### src/rtl/fsrb_pkg.sv
package fsrb_pkg;
    // ========================================
    // register offsets
    localparam logic [11:0] OFS_FILE_NAME_INDEX   = 12'h000;
    localparam logic [11:0] OFS_FILE_LENGTH       = 12'h004;
    localparam logic [11:0] OFS_FORMAT_FILE_SIZE  = 12'h008;
    localparam logic [11:0] OFS_FILE_TIMESTAMP    = 12'h00c;
    localparam logic [11:0] OFS_FS_COMMAND        = 12'h010;
    localparam logic [11:0] OFS_FS_STATUS         = 12'h100;
    localparam logic [11:0] OFS_TOTAL_FILE_CAP    = 12'h104;
    localparam logic [11:0] OFS_ERROR_TYPE        = 12'h108;
    localparam logic [11:0] OFS_TEST_VECTOR_LOW   = 12'h10c;
    localparam logic [11:0] OFS_TEST_VECTOR_HIGH  = 12'h110;
    localparam logic [11:0] OFS_DIRECTORY_CAP     = 12'h114;
    localparam logic [11:0] OFS_DRIVE_FILE_SIZE   = 12'h118;
    localparam logic [11:0] OFS_DRIVE_FILE_COUNT  = 12'h11c;
    localparam logic [11:0] OFS_DRIVE_CAP_LOW     = 12'h120;
    localparam logic [11:0] OFS_DRIVE_CAP_HIGH    = 12'h124;
    localparam logic [11:0] OFS_TRANSFER_LOW      = 12'h128;
    localparam logic [11:0] OFS_TRANSFER_HIGH     = 12'h12c;
    localparam logic [11:0] OFS_CORE_VERSION      = 12'h800;
    // ========================================
    // area decode on address bits [11:8]
    localparam logic [3:0]  AREA_CONTROL          = 4'h0;
    localparam logic [3:0]  AREA_STATUS           = 4'h1;
    // ========================================
    // reset values and read latency
    localparam logic [26:0] RST_27                = 27'h0;
    localparam logic [2:0]  RST_3                 = 3'h0;
    localparam logic [1:0]  RST_2                 = 2'h0;
    localparam logic [31:0] RST_32                = 32'h0;
    localparam int          READ_LATENCY          = 2;
    // ========================================
    // timestamp field layout
    typedef struct packed {
        logic [6:0] year;
        logic [3:0] month;
        logic [4:0] day;
        logic [4:0] hours;
        logic [5:0] minutes;
        logic [4:0] seconds;
    } fsrb_stamp_t;
    // status from the core
    typedef struct packed {
        logic        busy;
        logic        error;
        logic [26:0] total_capacity_files;
        logic [31:0] error_kind_vector;
        logic [63:0] debug_vector;
        logic [19:0] directory_room;
        logic [2:0]  drive_size_code;
        logic [26:0] drive_file_total;
        logic [47:0] sector_capacity;
        logic [56:0] transfer_bytes;
        logic [31:0] core_version_word;
    } fsrb_core_status_t;
endpackage : fsrb_pkg

### src/rtl/fsrb_register_bank.sv
// Behaviour
// control area 0x000-0x0ff is write only
// status area 0x100-0x1ff is read only
// offset 0x000 drives 27-bit file name index
// offset 0x004 drives 27-bit file length
// offset 0x008 holds format size code
// offset 0x00c splits into timestamp fields
// offset 0x010 latches command, pulses request
// 0x100 reads busy bit0, error bit1
// 0x104 reads 27-bit total file capacity
// 0x108 reads 32-bit error kind vector
// debug vector low 0x10c, high 0x110
// 0x114 reads 20-bit directory room
// 0x118 reads drive size code
// 0x11c reads 27-bit drive file count
// sector capacity low 0x120, high 0x124
// transfer count low 0x128, high 0x12c
// 0x800 reads core version word
// read valid two cycles after request
// area chosen by upper address bits
// unassigned bits and unmapped offsets read zero
// writes to status area are ignored
`timescale 1ns/1ns
`default_nettype none
module fsrb_register_bank (
    input  wire logic                        CLK,                  // 20 MHz clock
    input  wire logic                        RST_N,                // async reset, active low
    input  wire logic [11:0]                 REG_BUS_ADDR,         // byte address
    input  wire logic                        REG_WRITE_REQUEST,    // write strobe
    input  wire logic [31:0]                 REG_WRITE_DATA,       // write data
    input  wire logic                        REG_READ_REQUEST,     // read strobe
    output logic                             REG_READ_VALID,       // read data valid
    output logic [31:0]                      REG_READ_DATA,        // read data
    output logic [26:0]                      FILE_NAME_IN,         // to core
    output logic [26:0]                      FILE_LENGTH_IN,       // to core
    output logic [2:0]                       FORMAT_SIZE_CODE,     // to core
    output fsrb_pkg::fsrb_stamp_t            STAMP,                // timestamp fields to core
    output logic [1:0]                       COMMAND_CODE,         // to core
    output logic                             COMMAND_REQUEST,      // one-cycle pulse to core
    input  wire fsrb_pkg::fsrb_core_status_t CORE_STATUS           // from core
);
    // ========================================
    // decode
    logic        ctrl_wr;
    logic        is_status;
    logic [31:0] next_rd_data;
    logic [31:0] rd_data_s1;
    logic        rd_valid_s1;

    // write only in control area
    assign ctrl_wr   = REG_WRITE_REQUEST && (REG_BUS_ADDR[11:8] == fsrb_pkg::AREA_CONTROL);
    assign is_status = (REG_BUS_ADDR[11:8] == fsrb_pkg::AREA_STATUS);

    // ========================================
    // control registers
    always_ff @(posedge CLK or negedge RST_N) begin
        if (!RST_N) begin
            FILE_NAME_IN     <= fsrb_pkg::RST_27;
            FILE_LENGTH_IN   <= fsrb_pkg::RST_27;
            FORMAT_SIZE_CODE <= fsrb_pkg::RST_3;
            STAMP            <= fsrb_pkg::RST_32;
            COMMAND_CODE     <= fsrb_pkg::RST_2;
        end else if (ctrl_wr) begin
            case (REG_BUS_ADDR)
                fsrb_pkg::OFS_FILE_NAME_INDEX:  FILE_NAME_IN     <= REG_WRITE_DATA[26:0];
                fsrb_pkg::OFS_FILE_LENGTH:      FILE_LENGTH_IN   <= REG_WRITE_DATA[26:0];
                fsrb_pkg::OFS_FORMAT_FILE_SIZE: FORMAT_SIZE_CODE <= REG_WRITE_DATA[2:0];
                fsrb_pkg::OFS_FILE_TIMESTAMP:   STAMP            <= REG_WRITE_DATA;
                fsrb_pkg::OFS_FS_COMMAND:       COMMAND_CODE     <= REG_WRITE_DATA[1:0];
                default: ;
            endcase
        end
    end

    // command request pulse, one cycle per write
    always_ff @(posedge CLK or negedge RST_N) begin
        if (!RST_N) begin
            COMMAND_REQUEST <= 1'b0;
        end else begin
            COMMAND_REQUEST <= ctrl_wr && (REG_BUS_ADDR == fsrb_pkg::OFS_FS_COMMAND);
        end
    end

    // ========================================
    // read mux
    always_comb begin
        next_rd_data = 32'h0;
        if (is_status) begin
            case (REG_BUS_ADDR)
                fsrb_pkg::OFS_FS_STATUS:        next_rd_data = {30'h0, CORE_STATUS.error, CORE_STATUS.busy};
                fsrb_pkg::OFS_TOTAL_FILE_CAP:   next_rd_data = {5'h0, CORE_STATUS.total_capacity_files};
                fsrb_pkg::OFS_ERROR_TYPE:       next_rd_data = CORE_STATUS.error_kind_vector;
                fsrb_pkg::OFS_TEST_VECTOR_LOW:  next_rd_data = CORE_STATUS.debug_vector[31:0];
                fsrb_pkg::OFS_TEST_VECTOR_HIGH: next_rd_data = CORE_STATUS.debug_vector[63:32];
                fsrb_pkg::OFS_DIRECTORY_CAP:    next_rd_data = {12'h0, CORE_STATUS.directory_room};
                fsrb_pkg::OFS_DRIVE_FILE_SIZE:  next_rd_data = {29'h0, CORE_STATUS.drive_size_code};
                fsrb_pkg::OFS_DRIVE_FILE_COUNT: next_rd_data = {5'h0, CORE_STATUS.drive_file_total};
                fsrb_pkg::OFS_DRIVE_CAP_LOW:    next_rd_data = CORE_STATUS.sector_capacity[31:0];
                fsrb_pkg::OFS_DRIVE_CAP_HIGH:   next_rd_data = {16'h0, CORE_STATUS.sector_capacity[47:32]};
                fsrb_pkg::OFS_TRANSFER_LOW:     next_rd_data = CORE_STATUS.transfer_bytes[31:0];
                fsrb_pkg::OFS_TRANSFER_HIGH:    next_rd_data = {7'h0, CORE_STATUS.transfer_bytes[56:32]};
                default:                        next_rd_data = 32'h0;
            endcase
        end else if (REG_BUS_ADDR == fsrb_pkg::OFS_CORE_VERSION) begin
            next_rd_data = CORE_STATUS.core_version_word;
        end
    end

    // ========================================
    // two-stage read pipeline
    always_ff @(posedge CLK or negedge RST_N) begin
        if (!RST_N) begin
            rd_valid_s1    <= 1'b0;
            REG_READ_VALID <= 1'b0;
            rd_data_s1     <= fsrb_pkg::RST_32;
            REG_READ_DATA  <= fsrb_pkg::RST_32;
        end else begin
            rd_valid_s1    <= REG_READ_REQUEST;
            REG_READ_VALID <= rd_valid_s1;
            rd_data_s1     <= next_rd_data;
            REG_READ_DATA  <= rd_data_s1;
        end
    end
endmodule : fsrb_register_bank
`default_nettype wire

### config.mk
export PLATFORM = sky130hd
export DESIGN_NAME = fsrb_register_bank
export DESIGN_NICKNAME = d
export VERILOG_FILES = /design/src/rtl/fsrb_pkg.sv /design/src/rtl/fsrb_register_bank.sv
export SDC_FILE = /design/constraint.sdc
export NUM_CORES = 1
export LEC_CHECK = 0
export ABC_CLOCK_PERIOD_IN_PS = 1800
export BUFFER_PORTS_ARGS = -buffer_cell sky130_fd_sc_hd__buf_2
export CORE_AREA = 2 2 190 192
export CTS_CLUSTER_SIZE = 40
export DETAILED_ROUTE_END_ITERATION = 10
export DIE_AREA = 0 0 192 194
export PLACE_DENSITY = 0.46
export SLEW_MARGIN = 20
export SYNTH_ARGS = -nofsm -noshare
export SYNTH_HDL_FRONTEND = slang
export SYNTH_SLANG_ARGS = --single-unit
### constraint.sdc
create_clock -name CLK -period 1.8 [get_ports CLK]
set_input_delay 0.18 -clock CLK [delete_from_list [all_inputs] [get_ports CLK]]
set_output_delay 0.18 -clock CLK [all_outputs]
set_load 0.02 [all_outputs]
* Yosys cells after proc, flatten, opt, wreduce, memory -nomap -nowiden
Cells that the tools add are included.
Operators by class: add/sub/neg operators 0, multipliers 0, divide/modulo/power cells 0, order comparisons 0, equal/unequal tests 18, shift operators 0, mux-type cells 3, bitwise logic cells 0, reduce and logical (&&, ||, !) cells 9
Operator list (number):
- case mux 32 bit (12 select lines) | 1
- equality test 12 x 9 -> 1 bit (second input constant) | 12
- 2-to-1 mux 32 bit | 2
- equality test 12 x 4 -> 1 bit (second input constant) | 2
- equality test 12 bit (second input constant) | 1
- equality test 12 x 3 -> 1 bit (second input constant) | 1
- equality test 12 x 5 -> 1 bit (second input constant) | 1
- logical NOT 12 bit | 1
- AND reduction 2 bit | 5
- equality test 4 x 1 -> 1 bit (second input constant) | 1
- logical NOT 4 bit | 1
- logical AND 1 bit | 2
Word-level totals: flip-flop bits (word level) 158, latch bits 0, memory bits (writable) 0, ROM bits 0, bits of input ports 360, output and inout bits 125, word-level logic and storage cells 45, memories 0

* Logic depth before layout (Yosys ltp)
Gate-level depths: netlist of the first run.
depth in word-level cells 3, depth in mapped cells 8, gate-level depth less buffers 5

* Least setup slack after synthesis of the first run
No wires, ideal clock.
path type input -> register, from input REG_BUS_ADDR[3], to register rd_data_s1[7], setup time 131 ps, data arrival time 1586 ps, data required time 1669 ps, path slack 83 ps, stages on the path 8, buffers on the path 3, cells stage by stage buf_2 -> buf_2 -> buf_2 -> mux2_2 -> a22oi_1 -> nor2_1 -> a221oi_1 -> nand2_1
Between the ends: cells in the longest elaborated chain, start to end 3, elaborated cells on any way between the ends 16, classes of those cells eq/ne: 13; mux: 3
RTL lines:
- start: declaration | RTL line fsrb_register_bank.sv:28 | input wire logic [11:0] REG_BUS_ADDR,
- equality test 12 x 9 -> 1 bit or equality test 12 bit (tied branches) | RTL line fsrb_register_bank.sv:89, fsrb_register_bank.sv:104
- case mux 32 bit (12 select lines) or 2-to-1 mux 32 bit (tied branches) | RTL line fsrb_register_bank.sv:89, fsrb_register_bank.sv:104
- 2-to-1 mux 32 bit * | RTL line fsrb_register_bank.sv:88 | if (is_status) begin
- net next_rd_data[7] | RTL line fsrb_register_bank.sv:46 | logic [31:0] next_rd_data;
- end signal: assignment | RTL line fsrb_register_bank.sv:115 | rd_data_s1 <= fsrb_pkg::RST_32;
- end signal: assignment | RTL line fsrb_register_bank.sv:120 | rd_data_s1 <= next_rd_data;
- end: declaration | RTL line fsrb_register_bank.sv:47 | logic [31:0] rd_data_s1;
The timed path passes the listed nets; every way through them passes the cells marked *. A chain may end at the register's enable or synchronous reset.

* Final worst setup path of the first run
from input REG_BUS_ADDR[1], to register rd_data_s1[9]
Same word-level chain as after synthesis.

==> flow_metrics.py, run 1 <==
metrics = {
    "timing": {
        "slew_violations": 0,
        "finalCritPeriodShare": 0.9629,
        "tightest_slew_ps": 699.8,
        "tns_ps": 0,
        "post-route-min-period_ps": 1733,
        "setup_viol": 0,
        "max_freq_ghz": 0.5770,
        "max-slew-margin-rel": 0.5295,
        "holdWs_ps": 13.92,
        "rsz0062_at_grt": "false",
        "fin_skew_ps": 5.023,
        "finalHoldViolations": 0,
    },
    "setup_path": {
        "rr_endpoint": "FILE_NAME_IN[23]$_DFFE_PN0P_",
        "r2r_cells": 1,
        "r2r_slack_ps": 1020,
        "crit_type": "in -> reg",
        "cp-start-kind": "primary input",
        "worstSetupEndpointType": "register",
        "path_max_fanout": 14,
        "setup.worst_path.start": "REG_BUS_ADDR[1]",
        "r2r_start": "FILE_NAME_IN[23]$_DFFE_PN0P_",
        "cp_data_arrival_time_ps": 2100,
        "required_ps": 2170,
    },
    "pwr": {
        "seq_power_share": 0.411,
        "max-vdd-ir-drop_mv": 0.6138,
        "p_int_mw": 6.473,
        "p_per_area_nw_per_um2": 649.8,
        "p_clk_frac": 0.454,
        "leakagePower_nw": 7.276,
        "p_sw_mw": 2.213,
        "p_sw_frac": 0.2548,
        "finalPower_mw": 8.686,
        "power_frac_comb": 0.135,
    },
    "placed_design": {
        "dp_hpwl_um": 34340,
        "gp_congestion": 0.9051,
        "port_buffers": 484,
    },
    "logic_synthesis": {
        "syn_nets": 984,
        "synth_ff_type": "dfrtp_1",
        "synth.largest_area_cell": "dfrtp_1",
        "synth_area_leaders": "dfrtp_1, mux2_4, mux2_2, a22oi_1, mux2i_1",
        "avgSynthCellArea_um2": 12.83,
        "synth_cells": 624,
        "synth_area_um2": 8005,
        "yosysUniqueCellTypes": 58,
        "synthArstFlopShare": 1.000,
        "synth-edff-count": 0,
        "ys_ff_latch": 158,
        "synthSimpleGateAreaFrac": 0.1107,
        "synth_top_family_by_area": "multiplexers",
        "yosys-mux-area-fraction": 0.2294,
        "yosys.area.top_type_share": 0.4939,
        "synth_compound_area_frac": 0.1329,
        "yosysWarnings": 0,
        "yosysSeqAreaShare": 0.4939,
        "synthXorXnorAreaFrac": 0,
        "synth_fa_ha_area_frac": 0,
    },
    "cts": {
        "worst_skew_pair.late_latency_ps": 430,
        "root_buffer": "clkbuf_16",
        "clockBufferDepth": 2,
        "cts_tree": "yes",
        "htreeDepth": 4,
        "clock-sinks": 158,
        "cts_buffers": 17,
        "cts.clk_slew.worst_paths_ps": 70,
    },
    "worst_hold_path": {
        "hold_end": "rd_data_s1[31]$_DFF_PN0_",
        "holdPathStages": 3,
        "hp-class": "in -> reg",
        "hp-start": "CORE_STATUS[250]",
    },
    "final_layout": {
        "mostFrequentLayoutCells": "buf_2, dfrtp_1, buf_4",
        "drive_gt1_frac": 0.5983,
        "final_common_cell": "buf_2",
        "syn_to_final_growth_pct": 66.97,
        "fin_nets": 1649,
    },
    "floorplan": {
        "die_area_um2": 37250,
        "die_height_um": 194,
        "rows": 69,
        "die_w_um": 192,
        "initial_core_util": 0.2273,
        "core_um2": 35220,
        "pin_count": 485,
    },
    "global_routing": {
        "grt_pass1_vias": 8496,
        "antenna_found_initial": 8,
        "grt_pass1_wl_um": 57270,
        "grt_max_degree": 48,
        "grt_use_total": 0.2140,
        "grt_overflow": 0,
    },
    "run_status": {
        "outcome": "finished, final reports clean",
    },
    "detailed_routing": {
        "first_iter_violations": 573,
        "post-route-drc-count": 0,
        "routed_wl_um": 40920,
        "ant_nets": 0,
        "wl_per_cell_um": 23.09,
        "first_pass_iters": 6,
        "vias": 8244,
        "viasPerCell": 4.652,
    },
    "flow_run": {
        "cap_violations": 0,
    },
}
-- logic make-up (layout without fill, tap and decap cells) --
| kind of cell | count (synthesis) | count (layout) |
|---|---|---|
| buffers and inverters | 43 | 721 |
| multiplexers | 140 | 140 |
| AO/OA/AOI/OAI | 137 | 137 |
| flip-flops | 158 | 158 |
| other | 0 | 9 |
| AND/OR/NAND/NOR | 146 | 146 |
-- synth_stat cells (all sizes together) (2+ instances only) --
master	n
a211oi	2
a21oi	10
a221oi	14
a222oi	18
a22o	7
a22oi	54
a311oi	2
a31oi	2
and3	2
buf	34
clkbuf	8
dfrtp	158
mux2	108
mux2i	29
mux4	3
nand2	35
nand3	25
nand4	3
nor2	30
nor2b	4
nor3	22
nor4	4
nor4b	5
o21ai	10
o22ai	4
o2bb2ai	3
o31ai	2
o32ai	3
or3	2
or4	3
or4b	3
-- power by group through the flow --
stage	clock (mW)	sequential [mW]	combinational [mW]
finish	3.94	3.57	1.17
global route	4.22	3.57	1.26
CTS	4.04	3.57	1.18
detailed placement	0	3.64	1.04
global placement	0	3.64	1.04
floorplan	0	3.65	0.273
-- worst max path at each step --
| stage | end | slack (ps) | depth (start not counted) |
|---|---|---|---|
| floorplan | rd_data_s1[7]$_DFF_PN0_ | 80 | 8 |
| global placement | rd_data_s1[17]$_DFF_PN0_ | -300 | 9 |
| detailed placement | rd_data_s1[17]$_DFF_PN0_ | -350 | 9 |
| CTS | rd_data_s1[9]$_DFF_PN0_ | 40 | 8 |
| global route | rd_data_s1[12]$_DFF_PN0_ | 10 | 10 |
| finish | rd_data_s1[9]$_DFF_PN0_ | 70 | 8 |
-- final cells by class --
cell class	count	area (µm²)
timing repair buffer	688	4383
tap	461	576.8
clock buffer	18	439.2
multi-input combinational	423	3795
inverter	1	3.754
antenna	9	22.52
clock inverter	14	192.7
fill	3581	21860
sequential	158	3954
-- what timing repair did --
item | in CTS | in global routing
hold buffers | 74 | 0
endpoints found under the hold margin | 86 | 0
endpoints found under the setup margin | 0 | 2
gates resized for setup | 0 | 1
buffers inserted | 0 | 4
-- per-stage QoR --
stage | area [µm²] | setup WS (ps) | util | std cells
after floorplan | 8005 | 82.67 | - | 624
after global placement | 11940 | -299.8 | 0.3389 | 1653
after detailed placement | 11940 | -354.2 | 0.3389 | 1653
after CTS | 13310 | 35.54 | 0.3779 | 1759
after global routing | 13360 | 12.56 | 0.3793 | 1770
final | 13370 | 66.76 | 0.3795 | 1772
-- sequential cells by signal (all words and copies together), names as in the netlist --
register          cells
REG_READ_VALID        1
REG_READ_DATA        32
FILE_NAME_IN         27
FORMAT_SIZE_CODE      3
FILE_LENGTH_IN       27
COMMAND_REQUEST       1
rd_valid_s1           1
COMMAND_CODE          2
rd_data_s1           32
STAMP                32
-- worst max-delay path, stage by stage --
cell           delay [ps]
buf_2                 180
nor4_4                400
buf_4                 180
and4_1                260
buf_12                170
a22oi_1                70
dlygate4sd3_1         560
nand3_1                80
-- routing by layer --
metal  part of all wire  routed length (µm)  global-route usage  up-vias
met5                  0                   0                   0        -
met4              0.022                 881             0.06814        0
met3              0.068                2768             0.04670       44
met2               0.50               20290              0.3585      376
met1               0.41               16980              0.2731     4053
li1                   -                   -                   -     3771
(Power assumes the default switching activity.)
==> inputs of run 2 (changes only) <==
--- a/config.mk
+++ b/config.mk
@@ -13,4 +13,5 @@
 export DIE_AREA = 0 0 192 194
 export PLACE_DENSITY = 0.46
+export RECOVER_POWER = 50
 export SLEW_MARGIN = 20
 export SYNTH_ARGS = -nofsm -noshare
==> constraint.sdc (replaced) <==
create_clock -name CLK -period 1.8 [get_ports CLK]
set_input_delay 0.18 -clock CLK [delete_from_list [all_inputs] [get_ports CLK]]
set_output_delay 0.18 -clock CLK [all_outputs]
set_load 0.01 [all_outputs]
==> flow_metrics.py, run 2 (synthesis gave the netlist of run 1 again) <==
metrics = {
    "setup_path": {
        "critical-path-top-delay-family": "buffers and inverters",
        "required_ps": 2160,
        "r2r_slack_ps": 1030,
        "max_stage_delay_ps": 560,
        "cp_cell_sequence": "buf_2 -> nor4_4 -> buf_4 -> and4_1 -> buf_12 -> a22oi_1 -> dlygate4sd3_1 -> nand3_1",
        "cp-start-kind": "primary input",
        "worst-path-buf-inv": 4,
        "worst_path_max_delay_cell": "dlygate4sd3_1",
        "setup.worst_path.start": "REG_BUS_ADDR[1]",
        "path_max_fanout": 14,
        "endpoint": "rd_data_s1[9]$_DFF_PN0_",
        "rr_endpoint": "FILE_NAME_IN[23]$_DFFE_PN0P_",
        "worstSetupPathDepth": 8,
        "r2r_cells": 1,
        "crit_type": "in -> reg",
        "r2r_start": "FILE_NAME_IN[23]$_DFFE_PN0P_",
        "worstSetupEndpointType": "register",
        "cp_data_arrival_time_ps": 2100,
    },
    "floorplan": {
        "core_um2": 35220,
        "die_height_um": 194,
        "rows": 69,
        "die_area_um2": 37250,
        "initial_core_util": 0.2273,
        "die_w_um": 192,
        "pin_count": 485,
    },
    "final_layout": {
        "nFillCells": 3587,
        "layout.cell_area.non_filler_um2": 13300,
        "drive_gt1_frac": 0.5768,
        "final_common_cell": "buf_2",
        "fin_nets": 1649,
        "syn_to_final_growth_pct": 66.18,
        "reg.largest.list": "REG_READ_DATA (32), STAMP (32), rd_data_s1 (32)",
        "mostFrequentLayoutCells": "buf_2, dfrtp_1, buf_4",
        "instances_no_fill": 1772,
        "fin_util": 0.3777,
    },
    "detailed_routing": {
        "first_pass_iters": 7,
        "routed_wl_um": 40980,
        "viasPerCell": 4.635,
        "wl_per_cell_um": 23.13,
        "vias": 8213,
        "first_iter_violations": 576,
        "ant_nets": 0,
        "post-route-drc-count": 0,
    },
    "cts": {
        "root_buffer": "clkbuf_16",
        "worst_skew_pair.late_latency_ps": 430,
        "clockBufferDepth": 2,
        "cts.clk_slew.worst_paths_ps": 70,
        "htreeDepth": 4,
        "cts_tree": "yes",
        "clock-sinks": 158,
        "cts_buffers": 17,
    },
    "worst_hold_path": {
        "hp-class": "in -> reg",
        "hp-start": "CORE_STATUS[250]",
        "holdPathStages": 3,
    },
    "timing": {
        "layout_setup_ws_ps": 63.90,
        "holdWs_ps": 14.66,
        "rsz0062_at_grt": "false",
        "tns_ps": 0,
        "fin_skew_ps": 4.866,
        "max_freq_ghz": 0.5760,
        "finalHoldViolations": 0,
        "post-route-min-period_ps": 1736,
        "tightest_slew_ps": 1048,
        "slew_violations": 0,
        "finalCritPeriodShare": 0.9645,
        "max-slew-margin-rel": 0.3016,
        "setup_viol": 0,
    },
    "pwr": {
        "leakagePower_nw": 7.144,
        "p_per_area_nw_per_um2": 652.0,
        "finalPower_mw": 8.673,
        "max-vdd-ir-drop_mv": 0.6147,
    },
    "global_routing": {
        "grt_pass1_vias": 8496,
        "grt_max_degree": 48,
        "grt_pass1_wl_um": 57270,
        "grt_use_total": 0.2140,
        "grt_overflow": 0,
        "antenna_found_initial": 8,
    },
    "placed_design": {
        "pre_cts_ws_ps": -354.2,
        "port_buffers": 484,
        "gp_congestion": 0.9051,
        "place_area_um2": 11940,
        "place_inst": 1653,
        "dp_hpwl_um": 34340,
    },
    "run_status": {
        "outcome": "finished, final reports clean",
    },
    "flow_run": {
        "cap_violations": 0,
    },
}
[run 2: worst min-delay path by stage]
stage / to / slack [ps]
finish: rd_data_s1[31]$_DFF_PN0_ / 10
global route: FILE_NAME_IN[7]$_DFFE_PN0P_ / 3
CTS: STAMP[3]$_DFFE_PN0P_ / 1
detailed placement: REG_READ_DATA[27]$_DFF_PN0_ / 130
global placement: REG_READ_DATA[27]$_DFF_PN0_ / 120
floorplan: COMMAND_CODE[0]$_DFFE_PN0P_ / -120
[run 2: metal layers]
metal,vias up,wire length [µm],global-route usage
li1,3775,-,-
met1,4035,16960,0.2731
met2,364,20340,0.3585
met3,39,2848,0.04670
met4,0,834,0.06814
met5,-,0,0
[run 2: power breakdown]
part	total, mW	switching [mW]	internal (mW)	leakage, nW
Clock	3.95	1.67	2.28	0.309
Sequential	3.57	0.00585	3.56	2.20
Combinational	1.16	0.535	0.622	4.63
Total	8.67	2.21	6.47	7.14
[run 2: worst min-delay path: cells and delay by family]
kind                   cells  cell delay (ps)
and+or+nand+nor            2              130
buffers and inverters      1               80
[run 2: cell type report]
| type | instances | area, µm² | area share |
|---|---|---|---|
| multi-input combinational | 423 | 3795 | 0.2853 |
| timing repair buffer | 688 | 4319 | 0.3247 |
| clock inverter | 14 | 192.7 | 0.01448 |
| clock buffer | 18 | 439.2 | 0.03301 |
| antenna | 9 | 22.52 | 0.001693 |
| sequential | 158 | 3954 | 0.2972 |
| tap | 461 | 576.8 | 0.04336 |
| inverter | 1 | 3.754 | 0.0002822 |
[run 2: timing repair]
action	4_1_cts	5_1_grt
hold buffers	74	0
buffers inserted	0	4
setup endpoints to repair	0	2
gates resized for setup	0	1
endpoints found under the hold margin	86	0
==> inputs of run 3 (changes only) <==
- MAX_ROUTING_LAYER: not set -> met4
==> flow_metrics.py, run 3 (synthesis gave the netlist of run 1 again) <==
metrics = {
    "floorplan": {
        "pin_count": 485,
        "die_w_um": 192,
        "die_area_um2": 37250,
        "rows": 69,
        "die_height_um": 194,
        "core_um2": 35220,
        "initial_core_util": 0.2273,
    },
    "final_layout": {
        "final_common_cell": "buf_2",
        "fin_nets": 1655,
        "reg.largest.list": "REG_READ_DATA (32), STAMP (32), rd_data_s1 (32)",
        "syn_to_final_growth_pct": 67.04,
        "fin_util": 0.3796,
        "mostFrequentLayoutCells": "buf_2, dfrtp_1, buf_4",
        "drive_gt1_frac": 0.5688,
    },
    "cts": {
        "worst_skew_pair.late_latency_ps": 420,
        "clockBufferDepth": 2,
        "clock-sinks": 158,
        "htreeDepth": 4,
        "cts.clk_slew.worst_paths_ps": 70,
        "cts_buffers": 17,
        "cts_tree": "yes",
        "postCtsSetupBuffers": 0,
        "root_buffer": "clkbuf_16",
    },
    "global_routing": {
        "antenna_found_initial": 8,
        "use_met2": 0.3649,
        "top_usage_layer": "met2",
        "grt_max_degree": 56,
        "gr-usage-met3": 0.03837,
        "grt_use_total": 0.2229,
        "met1_usage": 0.2801,
        "grt_overflow": 0,
        "grt_pass1_wl_um": 57770,
        "grt_pass1_vias": 8647,
    },
    "setup_path": {
        "worst_path_max_delay_cell": "nor4bb_2",
        "worstSetupEndpointType": "register",
        "critical-path-top-delay-family": "simple AND/OR/NAND/NOR gates",
        "required_ps": 2110,
        "setup.worst_path.start": "REG_BUS_ADDR[2]",
        "cp_cell_sequence": "buf_2 -> nor4bb_2 -> buf_4 -> nand2_2 -> buf_12 -> mux2_4",
        "cp-start-kind": "primary input",
        "r2r_start": "FILE_NAME_IN[23]$_DFFE_PN0P_",
        "cp_data_arrival_time_ps": 1950,
        "worstSetupPathDepth": 6,
        "crit_type": "in -> reg",
        "max_stage_delay_ps": 690,
        "worst-path-buf-inv": 3,
        "r2r_cells": 1,
        "path_max_fanout": 32,
    },
    "detailed_routing": {
        "first_pass_iters": 7,
        "first_iter_violations": 723,
        "vias": 8212,
        "routed_wl_um": 41290,
        "wl_per_cell_um": 23.24,
        "post-route-drc-count": 0,
        "viasPerCell": 4.621,
        "ant_nets": 0,
    },
    "timing": {
        "fin_skew_ps": 3.579,
        "max_freq_ghz": 0.6104,
        "post-route-min-period_ps": 1638,
        "slew_violations": 0,
        "setup_viol": 0,
        "finalHoldViolations": 0,
        "finalCritPeriodShare": 0.9101,
        "rsz0062_at_grt": "false",
        "tightest_slew_ps": 785.8,
        "tns_ps": 0,
        "max-slew-margin-rel": 0.4761,
    },
    "worst_hold_path": {
        "hp-class": "in -> reg",
        "holdPathStages": 2,
        "hp-start": "REG_WRITE_DATA[19]",
    },
    "placed_design": {
        "port_buffers": 484,
        "dp_hpwl_um": 34590,
        "gp_congestion": 0.9142,
    },
    "run_status": {
        "outcome": "finished, final reports clean",
    },
    "pwr": {
        "leakagePower_nw": 7.152,
        "p_per_area_nw_per_um2": 633.2,
        "max-vdd-ir-drop_mv": 0.4639,
    },
    "flow_run": {
        "cap_violations": 0,
    },
}
[run 3: cell types whose count changed in the layout (fill, tap and decap cells not counted), sizes merged]
| cell | previous run | this run |
|---|---|---|
| buf | 584 | 579 |
| bufinv | 3 | 2 |
| clkbuf | 48 | 47 |
| clkinv | 1 | 4 |
| diode | 9 | 8 |
| dlygate4sd3 | 74 | 86 |
| inv | 10 | 8 |
[run 3: final cells by class]
type                    instances  area [µm²]
diodes                          8       20.02
well taps                     461       576.8
clock buffers                  18       429.2
inverters                       1       3.754
clock inverters                14       173.9
repair buffers                694        4417
multi-input cells             423        3797
flip-flops and latches        158        3954
fillers                      3620       21850
[run 3: worst paths after layout]
kind / to / slack [ps]
hold reg to reg: REG_READ_DATA[2]$_DFF_PN0_ / 350
setup / recovery: STAMP[29]$_DFFE_PN0P_ / 160
min in group asynchronous: FILE_NAME_IN[23]$_DFFE_PN0P_ / 390
hold / removal: FILE_NAME_IN[19]$_DFFE_PN0P_ / 20
max in group asynchronous: FILE_NAME_IN[9]$_DFFE_PN0P_ / 570
setup reg to reg: FILE_NAME_IN[23]$_DFFE_PN0P_ / 1010
[run 3: where the power goes]
group | internal (mW) | switching [mW]
Combinational | 0.647 | 0.545
Sequential | 3.56 | 0.00607
Clock | 2.10 | 1.61
Total | 6.31 | 2.16
[run 3: stage by stage]
| stage | power, mW | setup WS (ps) | hold slack (ps) | instance area, µm² | instances |
|---|---|---|---|---|---|
| after floorplan | 3.915 | 82.67 | -115.6 | 8005 | 624 |
| after global placement | 4.671 | -434.7 | 77.54 | 11920 | 1651 |
| after detailed placement | 4.672 | -418.8 | 73.55 | 11920 | 1651 |
| after CTS | 8.597 | 54.21 | 0.3678 | 13390 | 1769 |
| after global routing | 8.836 | 84.04 | 4.010 | 13370 | 1777 |
| final | 8.466 | 161.8 | 21.43 | 13370 | 1777 |
[run 3: timing repair]
action	in CTS	in global routing
hold buffers	86	0
hold endpoints to repair	197	0
endpoints found under the setup margin	0	1
gates resized for setup	0	1
[run 3: per-layer routing]
layer	wire length [µm]	share of wire	vias to the layer above
met2	20520	0.50	388
met4	782	0.019	0
met3	2620	0.063	38
met1	17370	0.42	4000
met5	0	0	-
li1	-	-	3786
